## config.mk

```make
export PLATFORM = sky130hd
export DESIGN_NAME = sdram_command_decoder
export DESIGN_NICKNAME = d
export VERILOG_FILES = /design/src/rtl/cmd_decoder_pkg.sv /design/src/rtl/sdram_command_decoder.sv
export SDC_FILE = /design/constraint.sdc
export NUM_CORES = 1
export LEC_CHECK = 0
export CAP_MARGIN = 25
export CORE_MARGIN = 2
export CORE_UTILIZATION = 40
export CTS_BUF_LIST = sky130_fd_sc_hd__clkbuf_4
export DETAILED_ROUTE_END_ITERATION = 7
export DONT_BUFFER_PORTS = 1
export GPL_TIMING_DRIVEN = 0
export SYNTH_ARGS = -nofsm -noshare
export SYNTH_HDL_FRONTEND = slang
export SYNTH_SLANG_ARGS = --single-unit
```

## constraint.sdc

```tcl
create_clock -name pclk -period 5.41 [get_ports pclk]
set_clock_uncertainty 0.2 [all_clocks]
set_input_delay 0.8115 -clock pclk [delete_from_list [all_inputs] [get_ports pclk]]
set_output_delay 0.8115 -clock pclk [all_outputs]
set_load 0.05 [all_outputs]
```

## src/rtl/cmd_decoder_pkg.sv

```systemverilog
/*
 * Constants, types and command codes shared by the command decoder.
 * Assumes a single synchronous clock domain and no bus-visible
 * registers beyond those listed here.
 */
// Overview of operation
// - Commands use only pins sampled at edges
// - Strobe patterns map to eight commands
// - Field widths follow density and organisation
// - Reset pin is asynchronous only, held high
// - Termination enable never affects decoding
// - Bank select picks one of four mode registers
// - Precharge closes one bank or all banks
// - Burst chop selects lengths, auto precharge closes the bank
// - Bursts count down, reloaded by each new read or write
// - Idle command leaves operations unaffected
// - Deselect ignores pins, acts as idle
// - Self refresh entry on enable falling
// - Self refresh exit on enable rising, sampled at the clock edge
// - Power-down entry and exit on enable edges
// - Calibration long or short by auto precharge bit
package cmd_decoder_pkg;

    // ****************************************************************
    // Organisation
    // ****************************************************************
    localparam int BANK_BITS            = 3;
    localparam int ADDR_BITS            = 16;
    localparam int MR_COUNT             = 4;
    localparam int MR_BITS              = 16;
    localparam int AUTO_PRE_POS         = 10;
    localparam int CHOP_POS             = 12;
    localparam int BURST_FIELD_LSB      = 0;
    localparam int BURST_COUNT_BITS     = 3;
    localparam logic [1:0] BURST_FIXED_EIGHT = 2'h0;
    localparam logic [1:0] BURST_ON_THE_FLY  = 2'h1;
    localparam logic [1:0] BURST_FIXED_FOUR  = 2'h2;
    localparam logic [BURST_COUNT_BITS-1:0] BEATS_EIGHT = 3'h4;
    localparam logic [BURST_COUNT_BITS-1:0] BEATS_FOUR  = 3'h2;
    localparam logic [MR_BITS-1:0] MR_RESET = 16'h0000;

    // ****************************************************************
    // Register map (APB byte addresses)
    // ****************************************************************
    localparam logic [7:0] OFF_STATUS    = 8'h00;
    localparam logic [7:0] OFF_LASTCMD   = 8'h04;
    localparam logic [7:0] OFF_BANKOPEN  = 8'h08;
    localparam logic [7:0] OFF_CONFIG    = 8'h0C;
    localparam logic [7:0] OFF_MR_BASE   = 8'h10;
    localparam logic [7:0] OFF_CALCOUNT  = 8'h20;
    localparam logic [1:0] CONFIG_RESET  = 2'h0;

    // ****************************************************************
    // Decoded commands and power states
    // ****************************************************************
    typedef enum logic [4:0] {
        CMD_DESELECT, CMD_IDLE, CMD_MODE_WRITE, CMD_REFRESH, CMD_SELF_ENTER,
        CMD_SELF_EXIT, CMD_PRECHARGE, CMD_PRECHARGE_ALL, CMD_ROW_OPEN,
        CMD_WRITE, CMD_READ, CMD_PD_ENTER, CMD_PD_EXIT, CMD_CAL_LONG,
        CMD_CAL_SHORT, CMD_ILLEGAL
    } command_type;

    typedef enum logic [1:0] {
        PWR_ACTIVE, PWR_POWERDOWN, PWR_SELF_REFRESH
    } power_type;

endpackage : cmd_decoder_pkg

```

## src/rtl/sdram_command_decoder.sv

```systemverilog
/*
 * Command decoder of a DDR synchronous DRAM, with an APB slave for
 * status and mode register readback.
 * Assumes command pins are synchronous to pclk and the APB master
 * follows the standard two-phase protocol.
 */
// The address map and the APB register port were left to the implementer.
`timescale 1ns/1ps
`default_nettype none

module sdram_command_decoder
    import cmd_decoder_pkg::*;
(
    // Clock and reset
    input  wire logic                  pclk,
    input  wire logic                  presetn,
    // Memory command pins
    input  wire logic                  chip_select_n,
    input  wire logic                  row_strobe_n,
    input  wire logic                  column_strobe_n,
    input  wire logic                  write_enable_n,
    input  wire logic                  clock_enable_in,
    input  wire logic                  termination_enable,
    input  wire logic [BANK_BITS-1:0]  bank_select,
    input  wire logic [ADDR_BITS-1:0]  address,
    // APB slave
    input  wire logic                  psel,
    input  wire logic                  penable,
    input  wire logic                  pwrite,
    input  wire logic [7:0]            paddr,
    input  wire logic [31:0]           pwdata,
    output logic                       pready,
    output logic [31:0]                prdata,
    output logic                       pslverr,
    // Decoded command outputs
    output logic                       cmd_valid,
    output command_type                cmd_code,
    output logic [BANK_BITS-1:0]       cmd_bank,
    output logic [ADDR_BITS-1:0]       cmd_address,
    output logic                       cmd_auto_precharge,
    output logic                       cmd_chop,
    output logic                       burst_busy,
    output power_type                  power_state
);

    // ****************************************************************
    // State record
    // ****************************************************************
    typedef struct packed {
        logic                               cke_prev;      // Enable at last edge
        power_type                          power;         // Power state
        logic [(1<<BANK_BITS)-1:0]          bank_open;     // Open rows per bank
        logic [MR_COUNT-1:0][MR_BITS-1:0]   mode_reg;      // Mode registers
        logic [BURST_COUNT_BITS-1:0]        burst_left;    // Remaining burst beats
        logic                               init_done;     // First long cal seen
        logic [15:0]                        cal_count;     // Calibrations seen
        logic [1:0]                         config_reg;    // Software config
        logic                               cmd_valid;     // Decoded strobe
        command_type                        cmd_code;      // Last command
        logic [BANK_BITS-1:0]               cmd_bank;      // Last bank
        logic [ADDR_BITS-1:0]               cmd_address;   // Last address
        logic                               cmd_ap;        // Last auto close
        logic                               cmd_chop;      // Last chop select
        logic                               cal_init;      // Last long cal in init
        logic [31:0]                        prdata;        // Read data
    } state_type;

    state_type state;       // Registered state
    state_type next_state;  // Next value

    command_type decoded;   // Present-edge command
    logic        cke_rise;  // Enable low to high
    logic        cke_fall;  // Enable high to low
    logic        is_idle;   // Idle pattern on strobes
    logic        on_the_fly; // On-the-fly burst select
    logic [1:0]  bl_mode;   // Burst mode field
    logic        apb_write; // Write access phase
    logic        apb_read;  // Read setup phase
    logic        addr_ok;   // Mapped address

    // ****************************************************************
    // Command decode
    // ****************************************************************
    // Decode from the sampled pins and the power state; termination_enable is unused
    always_comb begin
        cke_rise = !state.cke_prev && clock_enable_in;
        cke_fall = state.cke_prev && !clock_enable_in;
        is_idle  = !chip_select_n && row_strobe_n && column_strobe_n && write_enable_n;
        decoded  = CMD_ILLEGAL;
        if (cke_rise) begin
            // Enable rising: exit either low-power state
            if (chip_select_n || is_idle) begin
                decoded = (state.power == PWR_SELF_REFRESH) ? CMD_SELF_EXIT : CMD_PD_EXIT;
            end
        end else if (!state.cke_prev) begin
            // Enable held low: pins are ignored
            decoded = CMD_DESELECT;
        end else if (cke_fall) begin
            if (!chip_select_n && !row_strobe_n && !column_strobe_n && write_enable_n) begin
                decoded = CMD_SELF_ENTER;
            end else if (chip_select_n || is_idle) begin
                decoded = CMD_PD_ENTER;
            end
        end else if (chip_select_n) begin
            decoded = CMD_DESELECT;
        end else begin
            // Strobe code: row, column, write
            case ({row_strobe_n, column_strobe_n, write_enable_n})
                3'h0: decoded = CMD_MODE_WRITE;
                3'h1: decoded = CMD_REFRESH;
                3'h2: decoded = address[AUTO_PRE_POS] ? CMD_PRECHARGE_ALL
                                                      : CMD_PRECHARGE;
                3'h3: decoded = CMD_ROW_OPEN;
                3'h4: decoded = CMD_WRITE;
                3'h5: decoded = CMD_READ;
                3'h6: decoded = address[AUTO_PRE_POS] ? CMD_CAL_LONG
                                                      : CMD_CAL_SHORT;
                default: decoded = CMD_IDLE;
            endcase
        end
    end

    // ****************************************************************
    // APB decode
    // ****************************************************************
    assign apb_write = psel && penable && pwrite;
    assign apb_read  = psel && !penable && !pwrite;
    assign bl_mode    = state.mode_reg[0][BURST_FIELD_LSB +: 2];
    assign on_the_fly = (bl_mode == BURST_ON_THE_FLY);

    // Mapped addresses answer, others flag an error
    always_comb begin
        if (paddr == OFF_STATUS) begin
            addr_ok = 1'b1;
        end else if (paddr == OFF_LASTCMD || paddr == OFF_BANKOPEN) begin
            addr_ok = 1'b1;
        end else if (paddr == OFF_CONFIG || paddr == OFF_CALCOUNT) begin
            addr_ok = 1'b1;
        end else if (paddr >= OFF_MR_BASE && paddr < OFF_CALCOUNT && paddr[1:0] == 2'h0) begin
            addr_ok = 1'b1;
        end else begin
            addr_ok = 1'b0;
        end
    end

    // ****************************************************************
    // Next state
    // ****************************************************************
    always_comb begin
        next_state           = state;
        next_state.cke_prev  = clock_enable_in;
        next_state.cmd_valid = 1'b0;
        // Burst counts down; a new read or write reloads it
        if (state.burst_left != '0) begin
            next_state.burst_left = state.burst_left - 3'h1;
        end
        if (decoded != CMD_DESELECT && decoded != CMD_IDLE) begin
            next_state.cmd_valid   = 1'b1;
            next_state.cmd_code    = decoded;
            next_state.cmd_bank    = bank_select;
            next_state.cmd_address = address;
            next_state.cmd_ap      = address[AUTO_PRE_POS];
            next_state.cmd_chop    = 1'b0;
        end
        case (decoded)
            CMD_MODE_WRITE: begin
                next_state.mode_reg[bank_select[1:0]] = address;
            end
            CMD_ROW_OPEN: begin
                next_state.bank_open[bank_select] = 1'b1;
            end
            CMD_PRECHARGE: begin
                next_state.bank_open[bank_select] = 1'b0;
            end
            CMD_PRECHARGE_ALL: begin
                next_state.bank_open = '0;
            end
            CMD_READ, CMD_WRITE: begin
                // Burst length by mode or by the chop pin
                if (on_the_fly) begin
                    next_state.cmd_chop   = !address[CHOP_POS];
                    next_state.burst_left = address[CHOP_POS] ? BEATS_EIGHT : BEATS_FOUR;
                end else begin
                    next_state.cmd_chop   = (bl_mode == BURST_FIXED_FOUR);
                    next_state.burst_left = (bl_mode == BURST_FIXED_FOUR) ? BEATS_FOUR
                                                                          : BEATS_EIGHT;
                end
                if (address[AUTO_PRE_POS]) begin
                    next_state.bank_open[bank_select] = 1'b0;
                end
            end
            CMD_CAL_LONG: begin
                next_state.cal_init  = !state.init_done;
                next_state.init_done = 1'b1;
                next_state.cal_count = state.cal_count + 16'h0001;
            end
            CMD_CAL_SHORT: begin
                next_state.cal_count = state.cal_count + 16'h0001;
            end
            CMD_SELF_ENTER: begin
                next_state.power = PWR_SELF_REFRESH;
            end
            CMD_PD_ENTER: begin
                next_state.power = PWR_POWERDOWN;
            end
            CMD_SELF_EXIT, CMD_PD_EXIT: begin
                next_state.power = PWR_ACTIVE;
            end
            default: begin
                // Idle and deselect leave work in flight alone
                next_state.power = state.power;
            end
        endcase
        // Software write to the config register
        if (apb_write && paddr == OFF_CONFIG) begin
            next_state.config_reg = pwdata[1:0];
        end
        // Read data captured in the setup phase
        if (apb_read) begin
            if (paddr == OFF_STATUS) begin
                next_state.prdata = {24'h0, state.init_done, state.cal_init,
                                     state.burst_left != '0, 1'b0, state.power, 2'h0};
            end else if (paddr == OFF_LASTCMD) begin
                next_state.prdata = {2'h0, state.cmd_chop, state.cmd_ap, 3'h0,
                                     state.cmd_bank, state.cmd_address[15:0], 1'b0,
                                     state.cmd_code};
            end else if (paddr == OFF_BANKOPEN) begin
                next_state.prdata = {24'h0, state.bank_open};
            end else if (paddr == OFF_CONFIG) begin
                next_state.prdata = {30'h0, state.config_reg};
            end else if (paddr == OFF_CALCOUNT) begin
                next_state.prdata = {16'h0, state.cal_count};
            end else if (addr_ok) begin
                next_state.prdata = {16'h0, state.mode_reg[paddr[3:2]]};
            end else begin
                next_state.prdata = 32'h0000_0000;
            end
        end
        // Config bit 0 clears the calibration counter
        if (state.config_reg[0]) begin
            next_state.cal_count = 16'h0000;
        end
    end

    // ****************************************************************
    // State register; presetn is the only reset
    // ****************************************************************
    always_ff @(posedge pclk or negedge presetn) begin
        if (!presetn) begin
            state            <= '0;
            state.power      <= PWR_ACTIVE;
            state.cmd_code   <= CMD_DESELECT;
            state.config_reg <= CONFIG_RESET;
            state.mode_reg   <= '{default: MR_RESET};
        end else begin
            state <= next_state;
        end
    end

    // ****************************************************************
    // Outputs
    // ****************************************************************
    assign pready             = 1'b1;
    assign pslverr            = psel && penable && !addr_ok;
    assign prdata             = state.prdata;
    assign cmd_valid          = state.cmd_valid;
    assign cmd_code           = state.cmd_code;
    assign cmd_bank           = state.cmd_bank;
    assign cmd_address        = state.cmd_address;
    assign cmd_auto_precharge = state.cmd_ap;
    assign cmd_chop           = state.cmd_chop;
    assign burst_busy         = state.burst_left != '0;
    assign power_state        = state.power;

endmodule : sdram_command_decoder

`default_nettype wire

```

After elaboration in Yosys (flattened, before gate mapping):

Cells that the tools add are included.
W data, S select, Z words.

* add/subtract/negate cells: 2
* $lt $le $gt $ge: 7
* equal/unequal tests: 27
* multiplexer cells: 41
* bitwise gates (word level): 3
* reductions and logical operators: 46

Operators with widths (number)
* $mux W16: 8
* $bwmux W64: 1
* $mux W30: 2
* $eq A5 B4 Y1 const B: 7
* $bmux W16 S2: 1
* $demux W16 S2: 1
* $pmux W8 S4: 1
* $pmux W4 S7: 1
* $mux W27: 1
* $eq A5 B3 Y1 const B: 4
* $logic_and A1 B1 Y1: 19
* $mux W3: 6
* $add A16 B1 Y16 const B: 1
* $eq A8 B4 Y1 const B: 2
* $mux W4: 4
* $mux W5: 3
* $logic_not A1 Y1: 10
* $eq A3 B3 Y1 const B: 3
* $and A8 B8 Y8: 1
* $eq A8 B3 Y1 const B: 1
* $eq A8 B6 Y1 const B: 1
* $ge A8 B5 Y1 const B: 1
* $logic_not A8 Y1: 1
* $lt A8 B6 Y1 const B: 1
* 28 further kinds: 45

* register bits: 157
* input port bits: 70
* output and inout port bits: 64
* word-level logic and storage cells: 145

Longest topological paths before layout:

Gate-level depths: netlist of the first run.

* depth after elaboration: 14
* depth in mapped cells: 9
* mapped depth without buffers: 6

Least setup slack after synthesis of the first run:

Ideal clock, no wire load.

* kind: in2out
* start: input paddr[2]
* end: output pslverr
* data arrival time: 2.900 ns
* required time: 4.399 ns
* slack: 1.499 ns
* cell stages on the path: 6
* path buffers: 3
* path through: buf_2 -> clkbuf_1 -> clkbuf_1 -> nor3_1 -> nand2b_1 -> a21oi_1

* word-level cells in the longest chain between the ends: 9
* elaborated cells on any way between the ends: 17
* classes of those cells: order compare: 2; eq/ne: 4; mux: 4; reduce/logical: 7

RTL lines
* start, declared: line sdram_command_decoder.sv:30 `input wire logic [7:0] paddr,`
* $ge A8 B5 Y1 or $lt A8 B6 Y1 (tied branches): line sdram_command_decoder.sv:139 `end else if (paddr >= OFF_MR_BASE && paddr < OFF_CALCOUNT && paddr[1:0] == 2'h0) begin`
* $logic_and A1 B1 Y1 (2 in a row): line sdram_command_decoder.sv:139
* $mux W1: line sdram_command_decoder.sv:139
* $mux W1: line sdram_command_decoder.sv:137 `end else if (paddr == OFF_CONFIG || paddr == OFF_CALCOUNT) begin`
* $mux W1: line sdram_command_decoder.sv:135 `end else if (paddr == OFF_LASTCMD || paddr == OFF_BANKOPEN) begin`
* $mux W1 *: line sdram_command_decoder.sv:133 `if (paddr == OFF_STATUS) begin`
* $logic_not A1 Y1 *: line sdram_command_decoder.sv:264 `assign pslverr = psel && penable && !addr_ok;`
* $logic_and A1 B1 Y1 *: line sdram_command_decoder.sv:264
* end, declared: line sdram_command_decoder.sv:34 `output logic pslverr,`

Mark *: on every way between the ends. The rest lies on a longest branch, timed or not.

Final worst setup path of the first run:

Ends and elaborated chain as after synthesis.

==> results of run 1 <==
worst register-to-register path, cell delays in order (launching register included):
cell and delay [ns]:
dfrtp_1 0.48, nand2b_1 0.23, o21a_1 0.25, o22ai_1 0.39, nand2b_1 0.16, clkbuf_1 0.36, buf_2 0.48, mux2_2 0.40
stage by stage:
stage | total power, W | setup slack, ns | hold slack [ns]
after detailed placement | 0.00195 | 0.883 | 0.260
after floorplan | 0.00183 | 1.50 | 0.232
after CTS | 0.00274 | 0.879 | 0.0127
after global placement | 0.00192 | 0.927 | 0.259
final | 0.00271 | 0.977 | -0.0251
after global routing | 0.00285 | 0.666 | 0.00365
Yosys cell counts, types with 3 or more instances:
cell type	count	area share, %
buf_4	62	6.0
or4_1	5	0.48
o211ai_1	9	0.87
buf_2	8	0.52
nor2b_1	7	0.57
a22oi_1	9	0.87
nor2_2	4	0.32
mux4_2	16	4.6
inv_1	21	1.0
nand3_1	14	0.90
and2_1	3	0.24
clkbuf_1	18	0.87
o21ai_0	46	3.0
nand2b_1	12	0.97
nor2_1	29	1.4
o32a_1	3	0.39
or3_1	6	0.48
o221ai_1	4	0.45
xnor2_1	6	0.68
o21ai_1	3	0.19
o22ai_1	4	0.32
a2111oi_0	4	0.45
ha_1	3	0.48
nand2_1	30	1.5
mux2i_1	19	2.5
nand4_1	5	0.40
mux2_2	89	13
dfrtp_1	149	48
a21oi_1	17	1.1
o31ai_1	3	0.29
a22o_1	11	1.2
cell type report:
cell class              count  area share (%)
plain buffers              91            7.02
clock inverters            14            2.06
well taps                 260            3.86
inverters                  21           0.935
flip-flops and latches    149            44.2
multi-input cells         414            40.0
clock buffers              18            1.60
repair buffers              1           0.327
cell families (layout without fill, tap and decap cells):
| kind of cell | Yosys count | in the layout | synth area share, % |
|---|---|---|---|
| compound gates | 137 | 137 | 12.2 |
| simple gates | 134 | 134 | 9.33 |
| fa+ha+maj | 3 | 3 | 0.484 |
| other cells | 2 | 7 | 0.0969 |
| buf+inv | 112 | 145 | 8.65 |
| mux | 126 | 126 | 20.4 |
| xor+xnor | 7 | 7 | 0.791 |
| flops | 149 | 149 | 48.1 |
path summary, 6_finish.rpt:
path | cells past startpoint | end
hold reg to reg | 1 | state[32]
max in group asynchronous | 1 | state[110]
hold / removal | 1 | prdata[4]
setup / recovery | 6 | pslverr
min in group pclk | 0 | state[156]
setup reg to reg | 7 | cmd_address[3]
layout by cell type (no fill, tap or decap), types with 5 or more instances in the layout:
| cell type | instances |
|---|---|
| nor2_1 | 29 |
| inv_6 | 5 |
| nand4_1 | 5 |
| or3_1 | 6 |
| dfrtp_1 | 149 |
| a21oi_1 | 17 |
| nand2b_1 | 12 |
| mux4_2 | 16 |
| buf_4 | 62 |
| a22o_1 | 11 |
| o211ai_1 | 9 |
| inv_1 | 21 |
| a22oi_1 | 9 |
| clkbuf_1 | 18 |
| mux2i_1 | 19 |
| or4_1 | 5 |
| conb_1 | 7 |
| clkbuf_4 | 18 |
| buf_2 | 8 |
| mux2_2 | 89 |
| o21ai_0 | 46 |
| nand3_1 | 14 |
| xnor2_1 | 6 |
| nor2b_1 | 7 |
| nand2_1 | 30 |
report_power, final:
part | leakage (nW) | switching [W] | internal (W)
clock | 0.158 | 0.000431 | 0.000330
combinational | 1.64 | 0.000349 | 0.000239
sequential | 1.96 | 0.000102 | 0.00126
total | 3.77 | 0.000882 | 0.00183
layer usage:
layer	track usage, %	wire length (um)	vias up
li1	-	-	2428
met1	25.8	8660	2731
met2	31.4	9390	149
met3	4.83	1030	32
met4	7.61	532	0
met5	0	0	-
registers in the layout, summed over array words and instances, names as in the netlist:
signal and flops:
cmd_address 16, cmd_code 4, cmd_chop 1, cmd_bank 3, power_state 2, cmd_valid 1
bl_mode 2, state 94, prdata 26
==> results.sh, run 1 <==
export IMPL_drc=0
export IMPL_ctsHoldBuffers=1
export IMPL_grt_usage_pct=19.6
export IMPL_routed_wl_mm=19.6
export IMPL_n_fill_cell=1761
export IMPL_violations="negative hold slack"
export IMPL_ys_seq_area_share_pct=48.1
export IMPL_synth_warnings=0
export IMPL_worstSetupPathType="in -> out"
export IMPL_slowest_delay_ns=0.81
export IMPL_reg2reg_setup_slack_ns=2.36
export IMPL_setup_tns_final_ns=0
export IMPL_p_per_area_nw_per_um2=321
export IMPL_cts_buffers_inserted=17
export IMPL_synth_edff_count=0
export IMPL_path_buf_inv=3
export IMPL_ant_nets=0
export IMPL_clk_path_buf_depth=2
export IMPL_path_max_fanout=10
export IMPL_syn_area_um2=7750
export IMPL_ir_drop_uv=148
export IMPL_post_dp_cell_area_um2=8090
export IMPL_coreArea_um2=18800
export IMPL_detail_route_iter0_violations=368
export IMPL_dieArea_um2=20500
export IMPL_end_kind="primary output"
export IMPL_layoutNonFillerInstCount=968
export IMPL_final_hold_violation_count=15
export IMPL_worstPathRequired_ns=4.40
export IMPL_dp_cells=935
export IMPL_timing_rr_start="state[156]"
export IMPL_hold_class="in -> async"
export IMPL_cts_setup_buffers=0
export IMPL_crit_slowest_cell="a21oi_1"
export IMPL_cts_resized=0
export IMPL_status="finished, violations left"
export IMPL_synthDistinctLibCells=66
export IMPL_portBuffers=0
export IMPL_area_sequential_um2=3730
export IMPL_finalSetupViolCount=0
export IMPL_synth_cells=670
export IMPL_cp_common_cell="clkbuf_1"
export IMPL_cp_top_family="buffers and inverters"
export IMPL_fmax_mhz=226
export IMPL_fin_area_um2=8430
export IMPL_leakage_nw=3.77
export IMPL_multiInputGateArea_um2=3370
export IMPL_ys_ff_latch=149
export IMPL_grt_max_degree=150
export IMPL_diodes=0
export IMPL_dieWidth_um=143
export IMPL_crit_path_cell_trace="buf_2 > clkbuf_1 > clkbuf_1 > nor3_1 > nand2b_1 > a21oi_1"
export IMPL_ios=134
export IMPL_syn2layout_area_growth_pct=8.78
export IMPL_relSlewSlack_pct=27.4
export IMPL_cp_start_kind="primary input"
export IMPL_hpwl_mm=14.1
export IMPL_maxCapViolations=0
export IMPL_worstSetupStartpoint="paddr[2]"
export IMPL_final_net_count=768
export IMPL_post_route_util_pct=44.8
export IMPL_dr_pass1_iters=5
export IMPL_cts_max_level=4
export IMPL_clock_sinks=149
export IMPL_rsz0062_at_grt="no"
export IMPL_grt_pass1_vias=5349
export IMPL_slew_violations=0
export IMPL_whs_ns=-0.0251
export IMPL_tightest_slew_ns=1.08
export IMPL_chipHeight_um=143
export IMPL_layout_min_cycle_time_ns=4.43
export IMPL_antenna_found_initial=0
export IMPL_drive_above_1_share_pct=31.6
export IMPL_cts_root_buffer_cell="clkbuf_4"
export IMPL_viasPerCell=5.52
export IMPL_grt_pass1_wl_mm=30.1
export IMPL_gp_congestion=0.877
export IMPL_clock_latency_ns=0.58
export IMPL_start_util_pct=41.2
export IMPL_num_vias=5340
export IMPL_critPathArrivalTime_ns=3.42
export IMPL_timing_final_crit_share_pct=81.9
export IMPL_synth_ff_type="dfrtp_1"
export IMPL_cts_tree="built"
export IMPL_overflow=0
export IMPL_clk_pin_slew_ns=0.13
export IMPL_rows=50
export IMPL_syn_area_per_cell_um2=11.6
export IMPL_synthArstFlopShare_pct=100
export IMPL_wl_per_cell_um=20.3
Note: power is estimated with default switching activity, not from simulation.
==> run 2: changes to the inputs <==
==> constraint.sdc (replaced) <==
create_clock -name pclk -period 4.3 [get_ports pclk]
set_clock_uncertainty 0.2 [all_clocks]
set_input_delay 0.645 -clock pclk [delete_from_list [all_inputs] [get_ports pclk]]
set_output_delay 0.645 -clock pclk [all_outputs]
set_load 0.05 [all_outputs]
==> run 2 against run 1 <==
The flow now finishes without violations. Via count grew 1.8%. Non-clock buffer count grew 19. Sequential power grew 26%. Critical path depth shrank 1. Register-to-register slack lost 1.1 ns. Final area grew 2.3%. Worst setup slack lost 0.29 ns. Flip-flop and latch count is the same. Clock-buffer cell count is the same. Wire length grew 0.30%. First-iteration DRC count grew 10%. Sequential share of layout area shrank 1.0 points.
==> results.sh, run 2 (synthesized netlist as in run 1, its figures left out) <==
export IMPL_final_hold_violation_count=0
export IMPL_switching_share_pct=32.6
export IMPL_dieWidth_um=143
export IMPL_fmax_mhz=277
export IMPL_rows=50
export IMPL_dr_pass1_iters=5
export IMPL_dieArea_um2=20500
export IMPL_cts_max_level=4
export IMPL_worstPathRequired_ns=3.45
export IMPL_layout_min_cycle_time_ns=3.62
export IMPL_viasPerCell=5.51
export IMPL_whs_ns=0.0488
export IMPL_grt_pass1_wl_mm=30.5
export IMPL_crit_slowest_cell="a21oi_1"
export IMPL_rsz0062_at_grt="no"
export IMPL_leakage_nw=3.85
export IMPL_grt_pass1_vias=5445
export IMPL_final_cell_mix="149 x dfrtp_1, 89 x mux2_2, 62 x buf_4, 46 x o21ai_0, 30 x nand2_1"
export IMPL_reg2reg_setup_slack_ns=1.26
export IMPL_overflow=0
export IMPL_clockPowerShare_pct=27.9
export IMPL_path_max_fanout=19
export IMPL_hold_class="in -> reg"
export IMPL_hold_depth=1
export IMPL_num_vias=5438
export IMPL_p_seq_share_pct=49.8
export IMPL_slowest_delay_ns=0.81
export IMPL_cts_setup_buffers=0
export IMPL_maxCapViolations=0
export IMPL_end_kind="primary output"
export IMPL_gp_congestion=0.877
export IMPL_combPwrFrac_pct=22.3
export IMPL_timing_rr_start="state[156]"
export IMPL_clock_sinks=149
export IMPL_cts_buffers_inserted=17
export IMPL_regMostFlops="state"
export IMPL_grt_max_degree=150
export IMPL_drive_above_1_share_pct=30.8
export IMPL_drc=0
export IMPL_ir_drop_uv=187
export IMPL_largest_reg_flops=94
export IMPL_timing_final_crit_share_pct=84.1
export IMPL_clk_pin_slew_ns=0.12
export IMPL_post_route_util_pct=45.8
export IMPL_chipHeight_um=143
export IMPL_syn2layout_area_growth_pct=11.3
export IMPL_final_common_cell="dfrtp_1"
export IMPL_layoutNonFillerInstCount=987
export IMPL_internal_power_w=0.00231
export IMPL_critPathArrivalTime_ns=2.77
export IMPL_hold_start="address[9]"
export IMPL_hpwl_mm=14.1
export IMPL_routed_wl_mm=19.7
export IMPL_grt_usage_pct=19.8
export IMPL_power_switching_w=0.00112
export IMPL_reg2reg_depth=7
export IMPL_finalSetupViolCount=0
export IMPL_clk_path_buf_depth=2
export IMPL_diodes=0
export IMPL_crit_path_cell_trace="buf_2 > clkbuf_1 > nor3_1 > nand2b_1 > a21oi_1"
export IMPL_detail_route_iter0_violations=406
export IMPL_setup_tns_final_ns=0
export IMPL_tightest_slew_ns=1.09
export IMPL_worstSetupPathType="in -> out"
export IMPL_ios=134
export IMPL_start_util_pct=41.2
export IMPL_cp_start_kind="primary input"
export IMPL_wl_per_cell_um=19.9
export IMPL_dp_cells=935
export IMPL_coreArea_um2=18800
export IMPL_p_per_area_nw_per_um2=397
export IMPL_antenna_found_initial=1
export IMPL_cts_tree="built"
export IMPL_slew_violations=0
export IMPL_clock_latency_ns=0.57
export IMPL_cp_top_family="buffers and inverters"
export IMPL_worst_hold_path_endpoint="state[123]"
export IMPL_relSlewSlack_pct=27.1
export IMPL_ant_nets=0
export IMPL_portBuffers=0
export IMPL_cts_root_buffer_cell="clkbuf_4"
export IMPL_path_buf_inv=2
export IMPL_r2r_end="cmd_address[3]"
export IMPL_final_net_count=787
export IMPL_status="completed"
[run 2: cell types whose count changed in the layout (fill, tap and decap cells not counted), sizes merged]
cell         change
dlygate4sd3     +20
clkbuf           -1
[run 2: repair_timing]
item                                   CTS  global route
setup endpoints to repair                0             1
endpoints found under the hold margin  231             0
hold buffers                            21             0
resized for setup                        0             0
[run 2: power by group through the flow]
stage	clock [W]	combinational, W	sequential (W)
6_report	0.000956	0.000764	0.00171
3_5_place_dp	0	0.000716	0.00174
4_1_cts	0.000991	0.000774	0.00171
3_3_place_gp	0	0.000695	0.00172
5_1_grt	0.00104	0.000827	0.00173
2_1_floorplan	0	0.000604	0.00169
[run 2: through the flow]
step / power, W / worst slack [ns] / cell area [um2]
after floorplan: 0.00230 / 0.722 / 7770
after global placement: 0.00242 / 0.150 / 8090
after detailed placement: 0.00245 / 0.106 / 8090
after CTS: 0.00347 / 0.102 / 8630
after global routing: 0.00360 / 0.448 / 8630
final: 0.00343 / 0.684 / 8630
[run 2: worst reg2reg max path, stage by stage, from the launching register on]
cell	delay, ns
dfrtp_1	0.48
nand2b_1	0.23
o21a_1	0.25
o22ai_1	0.38
nand2b_1	0.16
clkbuf_1	0.36
buf_2	0.47
mux2_2	0.39
[run 2: cell type report]
class	instances	area [um2]
multi-input combinational	414	3370
timing repair buffer	21	228
fill	1758	10200
inverter	21	78.8
clock inverter	14	174
tap	260	325
buffer	90	588
sequential	149	3730
clock buffer	18	135
[run 2: worst max path at each step]
stage | depth (start not counted) | endpoint | slack [ns] | startpoint
after floorplan | 6 | pslverr | 0.72 | paddr[2]
after global placement | 6 | pslverr | 0.15 | paddr[2]
after detailed placement | 6 | pslverr | 0.11 | paddr[2]
after CTS | 6 | pslverr | 0.10 | paddr[2]
after global routing | 5 | pslverr | 0.45 | paddr[2]
final | 5 | pslverr | 0.68 | paddr[2]
[run 2: layer usage]
layer  routed length [um]  vias up  GRT usage [%]
li1                     -     2469              -
met2                 9450      152           32.1
met3                 1020       30           4.73
met1                 8760     2785           26.1
met5                   11        -              0
met4                  427        2           6.88
